## src/pdrc_pkg.sv

```systemverilog
// shared types and constants for the pd phy reset and collision block
package pdrc_pkg;
  // symbol kinds exchanged with the line coder
  typedef enum logic [3:0] {
    SYM_DATA  = 4'h0,
    SYM_PRE   = 4'h1,
    SYM_SYNC1 = 4'h2,
    SYM_SYNC2 = 4'h3,
    SYM_SYNC3 = 4'h4,
    SYM_RST1  = 4'h5,
    SYM_RST2  = 4'h6,
    SYM_EOP   = 4'h7,
    SYM_BAD   = 4'h8
  } pdrc_kind_t;

  // one line symbol: kind plus data byte
  typedef struct packed {
    pdrc_kind_t kind;
    logic [7:0] data;
  } pdrc_sym_t;

  // transmit sequencer states, one-hot
  typedef enum logic [6:0] {
    TX_IDLE = 7'h01,
    TX_PKT  = 7'h02,
    TX_EOP  = 7'h04,
    TX_WAIT = 7'h08,
    TX_GAP  = 7'h10,
    TX_SEND = 7'h20,
    TX_OFF  = 7'h40
  } pdrc_txst_t;

  localparam int         CLK_NS      = 50;     // 20 MHz clock period
  localparam int         IFG_NS      = 25000;  // inter_frame_gap_time, least
  localparam int         HOLD_NS     = 16000;  // sink_tx_holdoff_time, least
  localparam logic [9:0] IFG_CYC     = 10'((IFG_NS + CLK_NS - 1) / CLK_NS);
  localparam logic [9:0] HOLD_CYC    = 10'((HOLD_NS + CLK_NS - 1) / CLK_NS);
  localparam logic [2:0] OS_LEN      = 3'h4;   // k-codes in an ordered set
  localparam logic [2:0] OS_LAST     = 3'h3;   // index of the last k-code
endpackage : pdrc_pkg

```

## src/pdrc_phy_ctl.sv

```systemverilog
// pd phy control: rx drop, hard/cable reset signalling, collision avoidance
//
// Functional notes
// - crc or decode error drops message, no ack
// - line idle mid-packet drops it, no ack
// - hard reset is three RST1 then RST2
// - received hard reset resets port, tells upper layer
// - invalid hard reset sequence drops whole transmission
// - cable plug resets on partners' hard reset
// - hard reset request cuts message with EOP
// - hard reset waits idle, gap, still idle
// - after hard reset phy disabled until re-enabled
// - cable reset is RST1 SYNC1 RST1 SYNC3
// - only downstream-facing port sends cable reset
// - cable reset resets plug only, not partners
// - transmit only when line sampled idle
// - busy drop reported once line idle
// - 3A pull-up lets sink start sequence
// - 1.5A pull-up forbids sink starting sequence
// - source waits holdoff after no-go level
// - EOP may end a packet early
`timescale 1ns/10ps
module pdrc_phy_ctl
  import pdrc_pkg::*;
(
  input  wire logic      i_clk,
  input  wire logic      i_rst,
  input  wire logic      i_cc_idle,          // raw line idle detector
  input  wire logic      i_rp_seen_ok,       // raw: sink sees 3A pull-up
  input  wire logic      i_is_source,
  input  wire logic      i_is_dfp,
  input  wire logic      i_is_cable_plug,
  input  wire logic      i_rp_no_go_req,     // source asks for no-go level
  input  wire logic      i_tx_req,           // start a packet
  input  wire logic      i_tx_ams,           // packet opens a sequence
  input  wire logic      i_hr_req,           // hard reset request pulse
  input  wire logic      i_cr_req,           // cable reset request pulse
  input  wire logic      i_reenable,         // re-enable channel
  input  wire logic      i_tx_valid,
  input  wire pdrc_sym_t i_tx_sym,
  output logic           o_tx_ready,
  output pdrc_sym_t      o_line_sym,
  output logic           o_line_valid,
  input  wire logic      i_line_ready,
  input  wire logic      i_rx_valid,
  input  wire pdrc_sym_t i_rx_sym,
  input  wire logic      i_rx_crc_ok,        // residual good at EOP
  output logic           o_rx_byte_valid,
  output logic [7:0]     o_rx_byte,
  output logic           o_rx_good,          // deliver, ack allowed
  output logic           o_rx_drop,
  output logic           o_hard_reset,
  output logic           o_cable_reset,
  output logic           o_phy_reset,
  output logic           o_tx_discard,
  output logic           o_sink_tx_allowed,  // source pull-up at 3A
  output logic           o_ams_ok,
  output logic           o_tx_busy
);

  // ordered set symbol at position idx (0 is the preamble)
  function automatic pdrc_kind_t os_sym(input logic cr, input logic [2:0] idx);
    pdrc_kind_t k;
    k = SYM_PRE;
    if (idx == OS_LEN) begin
      k = cr ? SYM_SYNC3 : SYM_RST2;
    end else if (idx == 3'h2 && cr) begin
      k = SYM_SYNC1;
    end else if (idx != 3'h0) begin
      k = SYM_RST1;
    end
    return k;
  endfunction : os_sym

  // synchronisers for line-side levels
  logic       idle_m_r, idle_s_r;
  logic       rpok_m_r, rpok_s_r;
  // transmit side state
  pdrc_txst_t st_r, st_nxt;
  logic       pre_done_r;          // preamble already queued
  logic [2:0] idx_r;               // ordered set position
  logic [9:0] gap_cnt_r;           // inter-frame gap counter
  logic       rst_pend_r;          // reset signalling requested
  logic       cr_r;                // pending signalling is cable reset
  logic       busy_pend_r;         // owe a busy-drop report
  logic [9:0] hold_cnt_r;          // holdoff since no-go
  // receive side state
  logic [2:0] os_cnt_r;
  logic [11:0] os_r;               // first three header kinds
  logic       in_pkt_r;
  logic       skip_r;              // ignore rest of frame

  always_ff @(posedge i_clk) begin
    idle_m_r <= i_cc_idle;         // first stage only feeds second
    idle_s_r <= idle_m_r;          // idle threshold lives outside
    rpok_m_r <= i_rp_seen_ok;
    rpok_s_r <= rpok_m_r;
  end

  // ---------------- collision avoidance pull-up control
  wire hold_done = (hold_cnt_r == HOLD_CYC);
  wire src_ok    = ~o_sink_tx_allowed & hold_done;
  assign o_ams_ok = i_is_source ? src_ok : rpok_s_r;

  // holdoff restarts each time the pull-up returns to 3A
  always_ff @(posedge i_clk) begin
    if (i_rst) begin
      o_sink_tx_allowed <= 1'b0;
      hold_cnt_r        <= 10'h000;
    end else begin
      o_sink_tx_allowed <= i_is_source & ~i_rp_no_go_req;
      if (o_sink_tx_allowed) begin
        hold_cnt_r <= 10'h000;
      end else if (!hold_done) begin
        hold_cnt_r <= hold_cnt_r + 10'h001;
      end
    end
  end

  // ---------------- receive classification
  wire        rx_en     = (st_r != TX_OFF);
  pdrc_kind_t rk;
  assign rk = i_rx_sym.kind;
  wire rx_act   = i_rx_valid & rx_en & ~skip_r & (rk != SYM_PRE);
  wire hdr      = rx_act & (os_cnt_r < OS_LEN);
  wire hdr_last = hdr & (os_cnt_r == OS_LAST);
  wire hr_hit   = hdr_last & (os_r == {SYM_RST1, SYM_RST1, SYM_RST1}) & (rk == SYM_RST2);
  wire cr_hit   = hdr_last & (os_r == {SYM_RST1, SYM_SYNC1, SYM_RST1}) & (rk == SYM_SYNC3);
  wire has_rst  = (rk == SYM_RST1) | (rk == SYM_RST2) | (os_r[11:8] == SYM_RST1)
                | (os_r[7:4] == SYM_RST1) | (os_r[3:0] == SYM_RST1);
  // a reset-like header that matches neither set is thrown away whole
  wire hdr_bad  = (hdr & (rk == SYM_BAD)) | (hdr_last & ~hr_hit & ~cr_hit & has_rst);
  wire pkt_bad  = in_pkt_r & rx_act & (rk == SYM_BAD);
  wire pkt_eop  = in_pkt_r & rx_act & (rk == SYM_EOP);
  wire frm_open = in_pkt_r | ((os_cnt_r != 3'h0) & ~skip_r);
  wire idle_ab  = frm_open & idle_s_r & rx_en;
  wire plug_rst = cr_hit & i_is_cable_plug;
  wire rx_reset = hr_hit | plug_rst;

  // header shift, packet tracking and result pulses
  always_ff @(posedge i_clk) begin
    if (i_rst) begin
      os_cnt_r        <= 3'h0;
      os_r            <= 12'h000;
      in_pkt_r        <= 1'b0;
      skip_r          <= 1'b0;
      o_rx_byte_valid <= 1'b0;
      o_rx_byte       <= 8'h00;
      o_rx_good       <= 1'b0;
      o_rx_drop       <= 1'b0;
      o_hard_reset    <= 1'b0;
      o_cable_reset   <= 1'b0;
    end else begin
      o_rx_byte_valid <= in_pkt_r & rx_act & (rk == SYM_DATA) & ~idle_s_r;
      if (in_pkt_r & rx_act) begin
        o_rx_byte <= i_rx_sym.data;
      end
      o_rx_good     <= pkt_eop & i_rx_crc_ok & ~idle_s_r;
      o_rx_drop     <= hdr_bad | pkt_bad | (pkt_eop & ~i_rx_crc_ok) | idle_ab;
      o_hard_reset  <= hr_hit;
      o_cable_reset <= plug_rst;
      if (idle_s_r | ~rx_en) begin
        // frame boundary: everything restarts on an idle line
        os_cnt_r <= 3'h0;
        os_r     <= 12'h000;
        in_pkt_r <= 1'b0;
        skip_r   <= 1'b0;
      end else begin
        if (hdr) begin
          os_cnt_r <= os_cnt_r + 3'h1;
          os_r     <= {os_r[7:0], rk};
        end
        if (hdr_last & ~hr_hit & ~cr_hit & ~hdr_bad) begin
          in_pkt_r <= 1'b1;
        end
        if (pkt_bad | pkt_eop) begin
          in_pkt_r <= 1'b0;
        end
        // after reset sets, errors or ends, wait for idle
        if (hdr_bad | pkt_bad | pkt_eop | hr_hit | cr_hit) begin
          skip_r <= 1'b1;
        end
      end
    end
  end

  // ---------------- transmit sequencing
  wire take    = ~o_line_valid | i_line_ready;
  wire in_pkt  = (st_r == TX_PKT);
  wire pass    = in_pkt & pre_done_r & ~rst_pend_r;
  assign o_tx_ready = pass & take;
  wire sym_v   = (in_pkt & ~pre_done_r) | (pass & i_tx_valid)
               | (st_r == TX_EOP) | (st_r == TX_SEND);
  wire adv     = sym_v & take;
  wire pkt_end = o_tx_ready & i_tx_valid & (i_tx_sym.kind == SYM_EOP);
  wire req_new = i_hr_req | (i_cr_req & i_is_dfp);
  // a request is refused when the line is busy or the sequence not allowed
  wire tx_busy_drop = i_tx_req & ~idle_s_r;
  wire tx_ams_drop  = i_tx_req & idle_s_r & i_tx_ams & ~o_ams_ok;
  assign o_tx_busy = (st_r != TX_IDLE);

  pdrc_sym_t sym_sel;
  assign sym_sel = (st_r == TX_SEND) ? pdrc_sym_t'{kind: os_sym(cr_r, idx_r), data: 8'h00}
                 : (st_r == TX_EOP) ? pdrc_sym_t'{kind: SYM_EOP, data: 8'h00}
                 : pre_done_r ? i_tx_sym : pdrc_sym_t'{kind: SYM_PRE, data: 8'h00};

  // next state of the transmit sequencer
  always_comb begin
    st_nxt = st_r;
    unique case (st_r)
      TX_IDLE: begin
        if (rst_pend_r) begin
          st_nxt = TX_WAIT;
        end else if (i_tx_req & ~tx_busy_drop & ~tx_ams_drop) begin
          st_nxt = TX_PKT;
        end
      end
      TX_PKT: begin
        if (rst_pend_r) begin
          st_nxt = TX_EOP;
        end else if (pkt_end) begin
          st_nxt = TX_IDLE;
        end
      end
      TX_EOP: begin
        if (adv) begin
          st_nxt = TX_WAIT;
        end
      end
      TX_WAIT: begin
        if (idle_s_r) begin
          st_nxt = TX_GAP;
        end
      end
      TX_GAP: begin
        if (!idle_s_r) begin
          st_nxt = TX_WAIT;
        end else if (gap_cnt_r == IFG_CYC - 10'h001) begin
          st_nxt = TX_SEND;
        end
      end
      TX_SEND: begin
        if (adv & (idx_r == OS_LEN)) begin
          st_nxt = cr_r ? TX_IDLE : TX_OFF;
        end
      end
      TX_OFF: begin
        if (i_reenable) begin
          st_nxt = TX_IDLE;
        end
      end
    endcase
    // a received reset wipes any transmit work in progress
    if (rx_reset) begin
      st_nxt = TX_IDLE;
    end
  end

  // transmit registers and the single line output stage
  always_ff @(posedge i_clk) begin
    if (i_rst) begin
      st_r         <= TX_IDLE;
      pre_done_r   <= 1'b0;
      idx_r        <= 3'h0;
      gap_cnt_r    <= 10'h000;
      rst_pend_r   <= 1'b0;
      cr_r         <= 1'b0;
      busy_pend_r  <= 1'b0;
      o_line_valid <= 1'b0;
      o_line_sym   <= '{kind: SYM_DATA, data: 8'h00};
      o_phy_reset  <= 1'b0;
      o_tx_discard <= 1'b0;
    end else begin
      st_r        <= st_nxt;
      pre_done_r  <= in_pkt & (pre_done_r | adv);
      idx_r       <= (st_r == TX_SEND) ? idx_r + {2'h0, adv} : 3'h0;
      gap_cnt_r   <= (st_r == TX_GAP) ? gap_cnt_r + 10'h001 : 10'h000;
      o_phy_reset <= (st_nxt == TX_OFF) & (st_r != TX_OFF);
      if (take) begin
        o_line_valid <= sym_v;
        o_line_sym   <= sym_sel;
      end
      // one request at a time; it clears when the last k-code is queued,
      // whether the sequencer idles or shuts off, so a re-enable never resends it
      if (req_new & (st_r != TX_OFF) & ~rst_pend_r) begin
        rst_pend_r <= 1'b1;
        cr_r       <= ~i_hr_req;
      end else if ((st_r == TX_SEND) & (st_nxt != TX_SEND) | rx_reset) begin
        rst_pend_r <= 1'b0;
      end
      // busy drop is reported only once the line is idle again
      busy_pend_r  <= (st_r == TX_IDLE) & ~rst_pend_r & tx_busy_drop
                    | busy_pend_r & ~idle_s_r;
      o_tx_discard <= busy_pend_r & idle_s_r
                    | (st_r == TX_IDLE) & ~rst_pend_r & tx_ams_drop;
    end
  end
endmodule : pdrc_phy_ctl

```

## config.mk

```make
export PLATFORM = sky130hd
export DESIGN_NAME = pdrc_phy_ctl
export DESIGN_NICKNAME = d
export VERILOG_FILES = /design/src/pdrc_pkg.sv /design/src/pdrc_phy_ctl.sv
export SDC_FILE = /design/constraint.sdc
export NUM_CORES = 1
export LEC_CHECK = 0
export BUFFER_PORTS_ARGS = -buffer_cell sky130_fd_sc_hd__buf_2
export CORE_MARGIN = 2
export CORE_UTILIZATION = 45
export DETAILED_ROUTE_END_ITERATION = 6
export GPL_TIMING_DRIVEN = 0
export PLACE_DENSITY = 0.7
export SYNTH_ARGS = -nofsm -noshare
export SYNTH_HDL_FRONTEND = slang
export SYNTH_SLANG_ARGS = --single-unit
```

## constraint.sdc

```tcl
create_clock -name i_clk -period 2.2 [get_ports i_clk]
set_input_delay 0.44 -clock i_clk [delete_from_list [all_inputs] [get_ports i_clk]]
set_output_delay 0.44 -clock i_clk [all_outputs]
set_load 0.05 [all_outputs]
```

Word-level counts from Yosys, hierarchy flattened
Index checks and enable logic that the tools add are counted.
- input bits: 41
- register bits: 84
- output and inout bits: 32
- logic and storage cells: 190
- bitwise gates (word level): 96
- multiplexer cells: 23
- reduce and logical (&&, ||, !) cells: 10
- $lt $le $gt $ge: 1
- equality and inequality tests: 28
- add/sub/neg operators: 4
- operator list (operator ; number):
    two-way mux 7 bit ; 12
    bitwise AND 1 bit ; 54
    one-hot mux 7 bit (7 select lines) ; 1
    two-way mux 12 bit ; 3
    equality test 4 x 3 -> 1 bit (second input constant) ; 8
    equality test 12 x 11 -> 1 bit (second input constant) ; 2
    bitwise OR 1 bit ; 24
    adder 10 x 1 -> 10 bit (second input constant) ; 2
    equality test 10 x 9 -> 1 bit (second input constant) ; 2
    NOT 1 bit ; 18
    equality test 7 bit (second input constant) ; 2
    two-way mux 3 bit ; 3
    OR reduction 2 bit ; 4
    equality test 7 x 1 -> 1 bit (second input constant) ; 1
    equality test 7 x 2 -> 1 bit (second input constant) ; 1
    equality test 7 x 3 -> 1 bit (second input constant) ; 1
    equality test 7 x 4 -> 1 bit (second input constant) ; 1
    equality test 7 x 5 -> 1 bit (second input constant) ; 1
    equality test 7 x 6 -> 1 bit (second input constant) ; 1
    != test 7 x 1 -> 1 bit (second input constant) ; 1
    != test 7 x 6 -> 1 bit (second input constant) ; 1
    != test 7 bit (second input constant) ; 1
    equality test 3 x 2 -> 1 bit (second input constant) ; 2
    nonzero test 3 bit ; 2
    12 further kinds ; 14

Longest topological paths before layout
- depth in word-level cells: 17
- depth in mapped cells: 9
- depth with buffers taken out: 9

Least setup slack after synthesis
Ideal clock, no wire load.
- path type: register -> output
- start point: register st_r[3]
- end point: output port o_tx_ready
- stages on the path, launching flop included: 4
- setup slack: -239 ps
- data required time: 1760 ps
- arrival: 1999 ps
- cell sequence: dfxtp_1 -> nor3_1 -> nand4b_1 -> nor3_1
- word-level cells in the longest chain between the ends: 4
- RTL lines (element ; line ; text):
    start, declared ; pdrc_phy_ctl.sv:79 ; pdrc_txst_t st_r, st_nxt;
    start signal, assigned ; pdrc_phy_ctl.sv:274 ; st_r <= st_nxt;
    equality test 7 x 2 -> 1 bit ; pdrc_phy_ctl.sv:189 ; wire in_pkt = (st_r == TX_PKT);
    bitwise AND 1 bit (2 in a row) ; pdrc_phy_ctl.sv:190 ; wire pass = in_pkt & pre_done_r & ~rst_pend_r;
    bitwise AND 1 bit ; pdrc_phy_ctl.sv:191 ; assign o_tx_ready = pass & take;
    end, declared ; pdrc_phy_ctl.sv:41 ; output logic o_tx_ready,
No other way between the ends.

Worst setup path after layout
- start point: register st_r[5]
- end point: register o_phy_reset
- word-level cells in the longest chain between the ends: 14
- RTL lines (element ; line ; text):
    equality test 7 x 2 -> 1 bit ; pdrc_phy_ctl.sv:189, pdrc_phy_ctl.sv:210 ;
    bitwise AND 1 bit (2 in a row) ; pdrc_phy_ctl.sv:190 ;
    bitwise AND 1 bit ; pdrc_phy_ctl.sv:192 ; wire sym_v = (in_pkt & ~pre_done_r) | (pass & i_tx_valid)
    bitwise OR 1 bit ; pdrc_phy_ctl.sv:192 ;
    bitwise OR 1 bit (2 in a row) ; pdrc_phy_ctl.sv:193 ; | (st_r == TX_EOP) | (st_r == TX_SEND);
    bitwise AND 1 bit ; pdrc_phy_ctl.sv:194 ; wire adv = sym_v & take;
    bitwise AND 1 bit ; pdrc_phy_ctl.sv:243 ; if (adv & (idx_r == OS_LEN)) begin
    two-way mux 7 bit ; pdrc_phy_ctl.sv:243 ;
    one-hot mux 7 bit (7 select lines) ; pdrc_phy_ctl.sv:210 ; unique case (st_r)
    two-way mux 7 bit ; pdrc_phy_ctl.sv:254 ; if (rx_reset) begin
    equality test 7 bit ; pdrc_phy_ctl.sv:278 ; o_phy_reset <= (st_nxt == TX_OFF) & (st_r != TX_OFF);
    bitwise AND 1 bit (*) ; pdrc_phy_ctl.sv:278 ;
    end signal, assigned ; pdrc_phy_ctl.sv:278 ;
    end, declared ; pdrc_phy_ctl.sv:54 ; output logic o_phy_reset,
Every way passes the cells marked *; elsewhere a longest branch is shown, timed or not.
A chain may end at the register's enable or synchronous reset.

==> reports/qor.txt <==
Status = finished with violations
Failing checks = negative setup slack
Total GRT Usage = 19.8%
Synth unique cells = 63
HP Class = primary input to register
R2R depth = 8
Bufs on Longest Clock Path = 2
P&R area growth vs syn = 22.6%
Clock Sinks = 84
Hold Slack = 0.191 ns
Nets = 565
Detailed Route Iter0 Violations = 218
Power per cell area = 642 nW/um^2
Fraction of layout cells with a size suffix above 1 = 24.6%
Syn_area_per_cell = 8.94 sq um
Tightest Pin Transition = 0.630 ns
P_leak = 2.00 nW
Synth top area share = 44.1%
CP Data Required Time = 2.49 ns
IO Pins = 73
Vias in the first global route = 3138
Antenna Violating Nets Remaining = 0
First drt pass iteration count = 4
FFs w/ async S/R, synth = 0%
Total CTS buffers = 9
Placer Congestion = 0.912
CTS tree = yes
Die area = 9220 sq um
Final critical-path setup slack = -0.137 ns
Starting Density = 46.4%
Tcrit/Tclk final = 106%
Crit path from = st_r[5]
YS warnings = 0
Die W = 96.0 um
Routed wire per std cell = 14.4 um
First-pass GRT wire length = 14300 um
Final setup fails = 3
Core ar. = 8220 sq um
Hold_sp = i_cc_idle
Row cnt = 33
Reg2reg start = st_r[5]
Fmax = 428 MHz
Fin. max-slew vios = 0
Port-buffer cells = 69
Worst skew pair latency = 0.35 ns
Critical Path AT = 2.62 ns
Max-cap violations = 0
Pin count of the biggest net entering global routing = 14
Clk_skew = 0.0114 ns
#FFs+latches synth = 84
Cells after DPL = 600
Slowest cell delay on critical path = 0.55 ns
RSZ-0062 raised after global routing = true
Initial antenna violation count = 0
Worst Hold Depth = 1
Final number of hold-violating endpoints = 0
Final Non-Filler Cells = 625
Crit path capture type = register
Commonest non-fill, non-tap cell in the layout = dfxtp_1
Cell Area, Synth = 3810 sq um
Final min period = 2.34 ns
Clock root cell = clkbuf_8
Number of H-tree levels = 3
Drc violations = 0
DR vias = 3435
Sequential area share after synthesis = 44.1%
Peak VDD IR = 0.435 mV
Most area-consuming cells after synthesis = dfxtp_1 (44%), nor2_1 (7.1%), mux2i_1 (5.5%), ha_1 (2.6%), nand2_1 (2.5%)
# diodes = 0
Post-Syn Instances = 426
Total chip power = 3.00 mW
Commonest cells after routing, fill and taps aside = dfxtp_1 (79), nor2_1 (72), buf_2 (70)
CP Class = register to register
Crit-path max FO = 4
Syn nets = 475
Overflow after GRT = 0
Largest area contributor in the netlist = dfxtp_1
CP cell instances = or4_4 -> a211o_1 -> nand4_1 -> nor3_4 -> buf_4 -> a32o_1 -> a211oi_1 -> and4_1
Crit start category = register
Die Y = 96.0 um
Slew margin rel. = 58.0%
CP max-delay cell = or4_4
Total wire length = 8970 um
Synth Flop Type = dfxtp_1
DP HPWL = 6590 um
Reg clk slew, reported paths = 0.08 ns
Number of vias per cell = 5.50
EDFF count, synth = 0
-- final timing paths --
| check | to | slack [ns] |
|---|---|---|
| setup / recovery | o_phy_reset | -0.14 |
| hold / removal | idle_m_r | 0.19 |
| setup reg to reg | o_phy_reset | -0.14 |
| hold reg to reg | idle_s_r | 0.33 |
-- per-stage QoR --
step / util, % / cell area, sq um / setup slack [ns] / TNS [ns]
2_1_floorplan: - / 3820 / 0.00565 / 0
3_3_place_gp: 52.2 / 4290 / -0.328 / -0.700
3_5_place_dp: 52.2 / 4290 / -0.306 / -0.670
4_1_cts: 56.0 / 4600 / -0.0885 / -0.254
5_1_grt: 56.8 / 4670 / -0.217 / -0.767
6_report: 56.8 / 4670 / -0.137 / -0.251
-- repair_timing --
| item | 4_1_cts | 5_1_grt |
|---|---|---|
| pin swaps | 9 | 1 |
| gates resized for setup | 16 | 9 |
| setup buffers | 7 | 4 |
| setup endpoints to repair | 6 | 14 |
| hold buffers | 0 | 0 |
| cloned | 0 | 0 |
-- sequential cells by signal (all words and copies together), names as in the netlist, 3 cells and up --
| register | cells |
|---|---|
| hold_cnt_r | 10 |
| o_rx_byte | 8 |
| st_r | 7 |
| gap_cnt_r | 10 |
| idx_r | 3 |
| os_cnt_r | 3 |
| os_r | 12 |
| o_line_sym | 12 |
-- synthesized netlist by cell type, drive strengths merged, types with 2 or more instances --
| master | count |
|---|---|
| or3b | 2 |
| and3 | 9 |
| and2 | 2 |
| nor2b | 4 |
| inv | 10 |
| a22oi | 9 |
| or3 | 3 |
| o21a | 2 |
| nand4b | 3 |
| dfxtp | 84 |
| xnor2 | 9 |
| a211oi | 6 |
| nor4b | 7 |
| a211o | 2 |
| mux2i | 21 |
| a21oi | 17 |
| xor2 | 9 |
| nor4 | 6 |
| buf | 4 |
| and4b | 2 |
| nor3b | 6 |
| ha | 8 |
| nand3 | 16 |
| a21o | 2 |
| or4 | 2 |
| nand2 | 25 |
| nand2b | 9 |
| o21ai | 12 |
| a221oi | 2 |
| nor4bb | 2 |
| clkbuf | 13 |
| nor3 | 13 |
| a31oi | 4 |
| nor2 | 72 |
| nand3b | 4 |
| nand4 | 6 |
| o31ai | 3 |
-- kinds of logic (layout without fill, tap and decap cells) --
kind of cell               Yosys count  after routing  share of synthesized area [%]
adders and majority gates            8              8                           2.63
AOI/OAI and AO/OA                   71             71                           12.9
xor gates and xnor gates            18             18                           4.14
and+or+nand+nor                    197            197                           27.9
muxes                               21             21                           5.52
buffers and inverters               27            121                           2.79
DFF                                 84             84                           44.1
-- where the power goes --
| part | total, mW | switching (mW) | internal (mW) |
|---|---|---|---|
| Sequential | 1.58 | 0.0324 | 1.55 |
| Clock | 1.10 | 0.525 | 0.578 |
| Combinational | 0.315 | 0.186 | 0.129 |
-- cell type report --
class | count | area (sq um)
fill | 774 | 3550
inverter | 10 | 37.5
sequential | 84 | 1690
timing repair buffer | 80 | 433
multi-input combinational | 315 | 2110
tap | 105 | 131
clock buffer | 11 | 151
buffer | 16 | 68.8
clock inverter | 4 | 48.8
-- critical path: cells and delay by family (launching register included) --
family,cells,cell delay (ns)
and+or+nand+nor,4,1.04
DFF,1,0.37
buffers and inverters,1,0.15
AOI/OAI and AO/OA,3,0.73
-- per-layer routing --
layer  up-vias  part of all wire (%)  global-route usage [%]
met5         -                     0                       0
met4         0                   1.0                    5.71
met3        10                   4.8                    4.93
met2        77                    50                    33.0
met1      1644                    44                    25.2
li1       1704                     -                       -
Note: power is estimated with default switching activity, not from simulation.
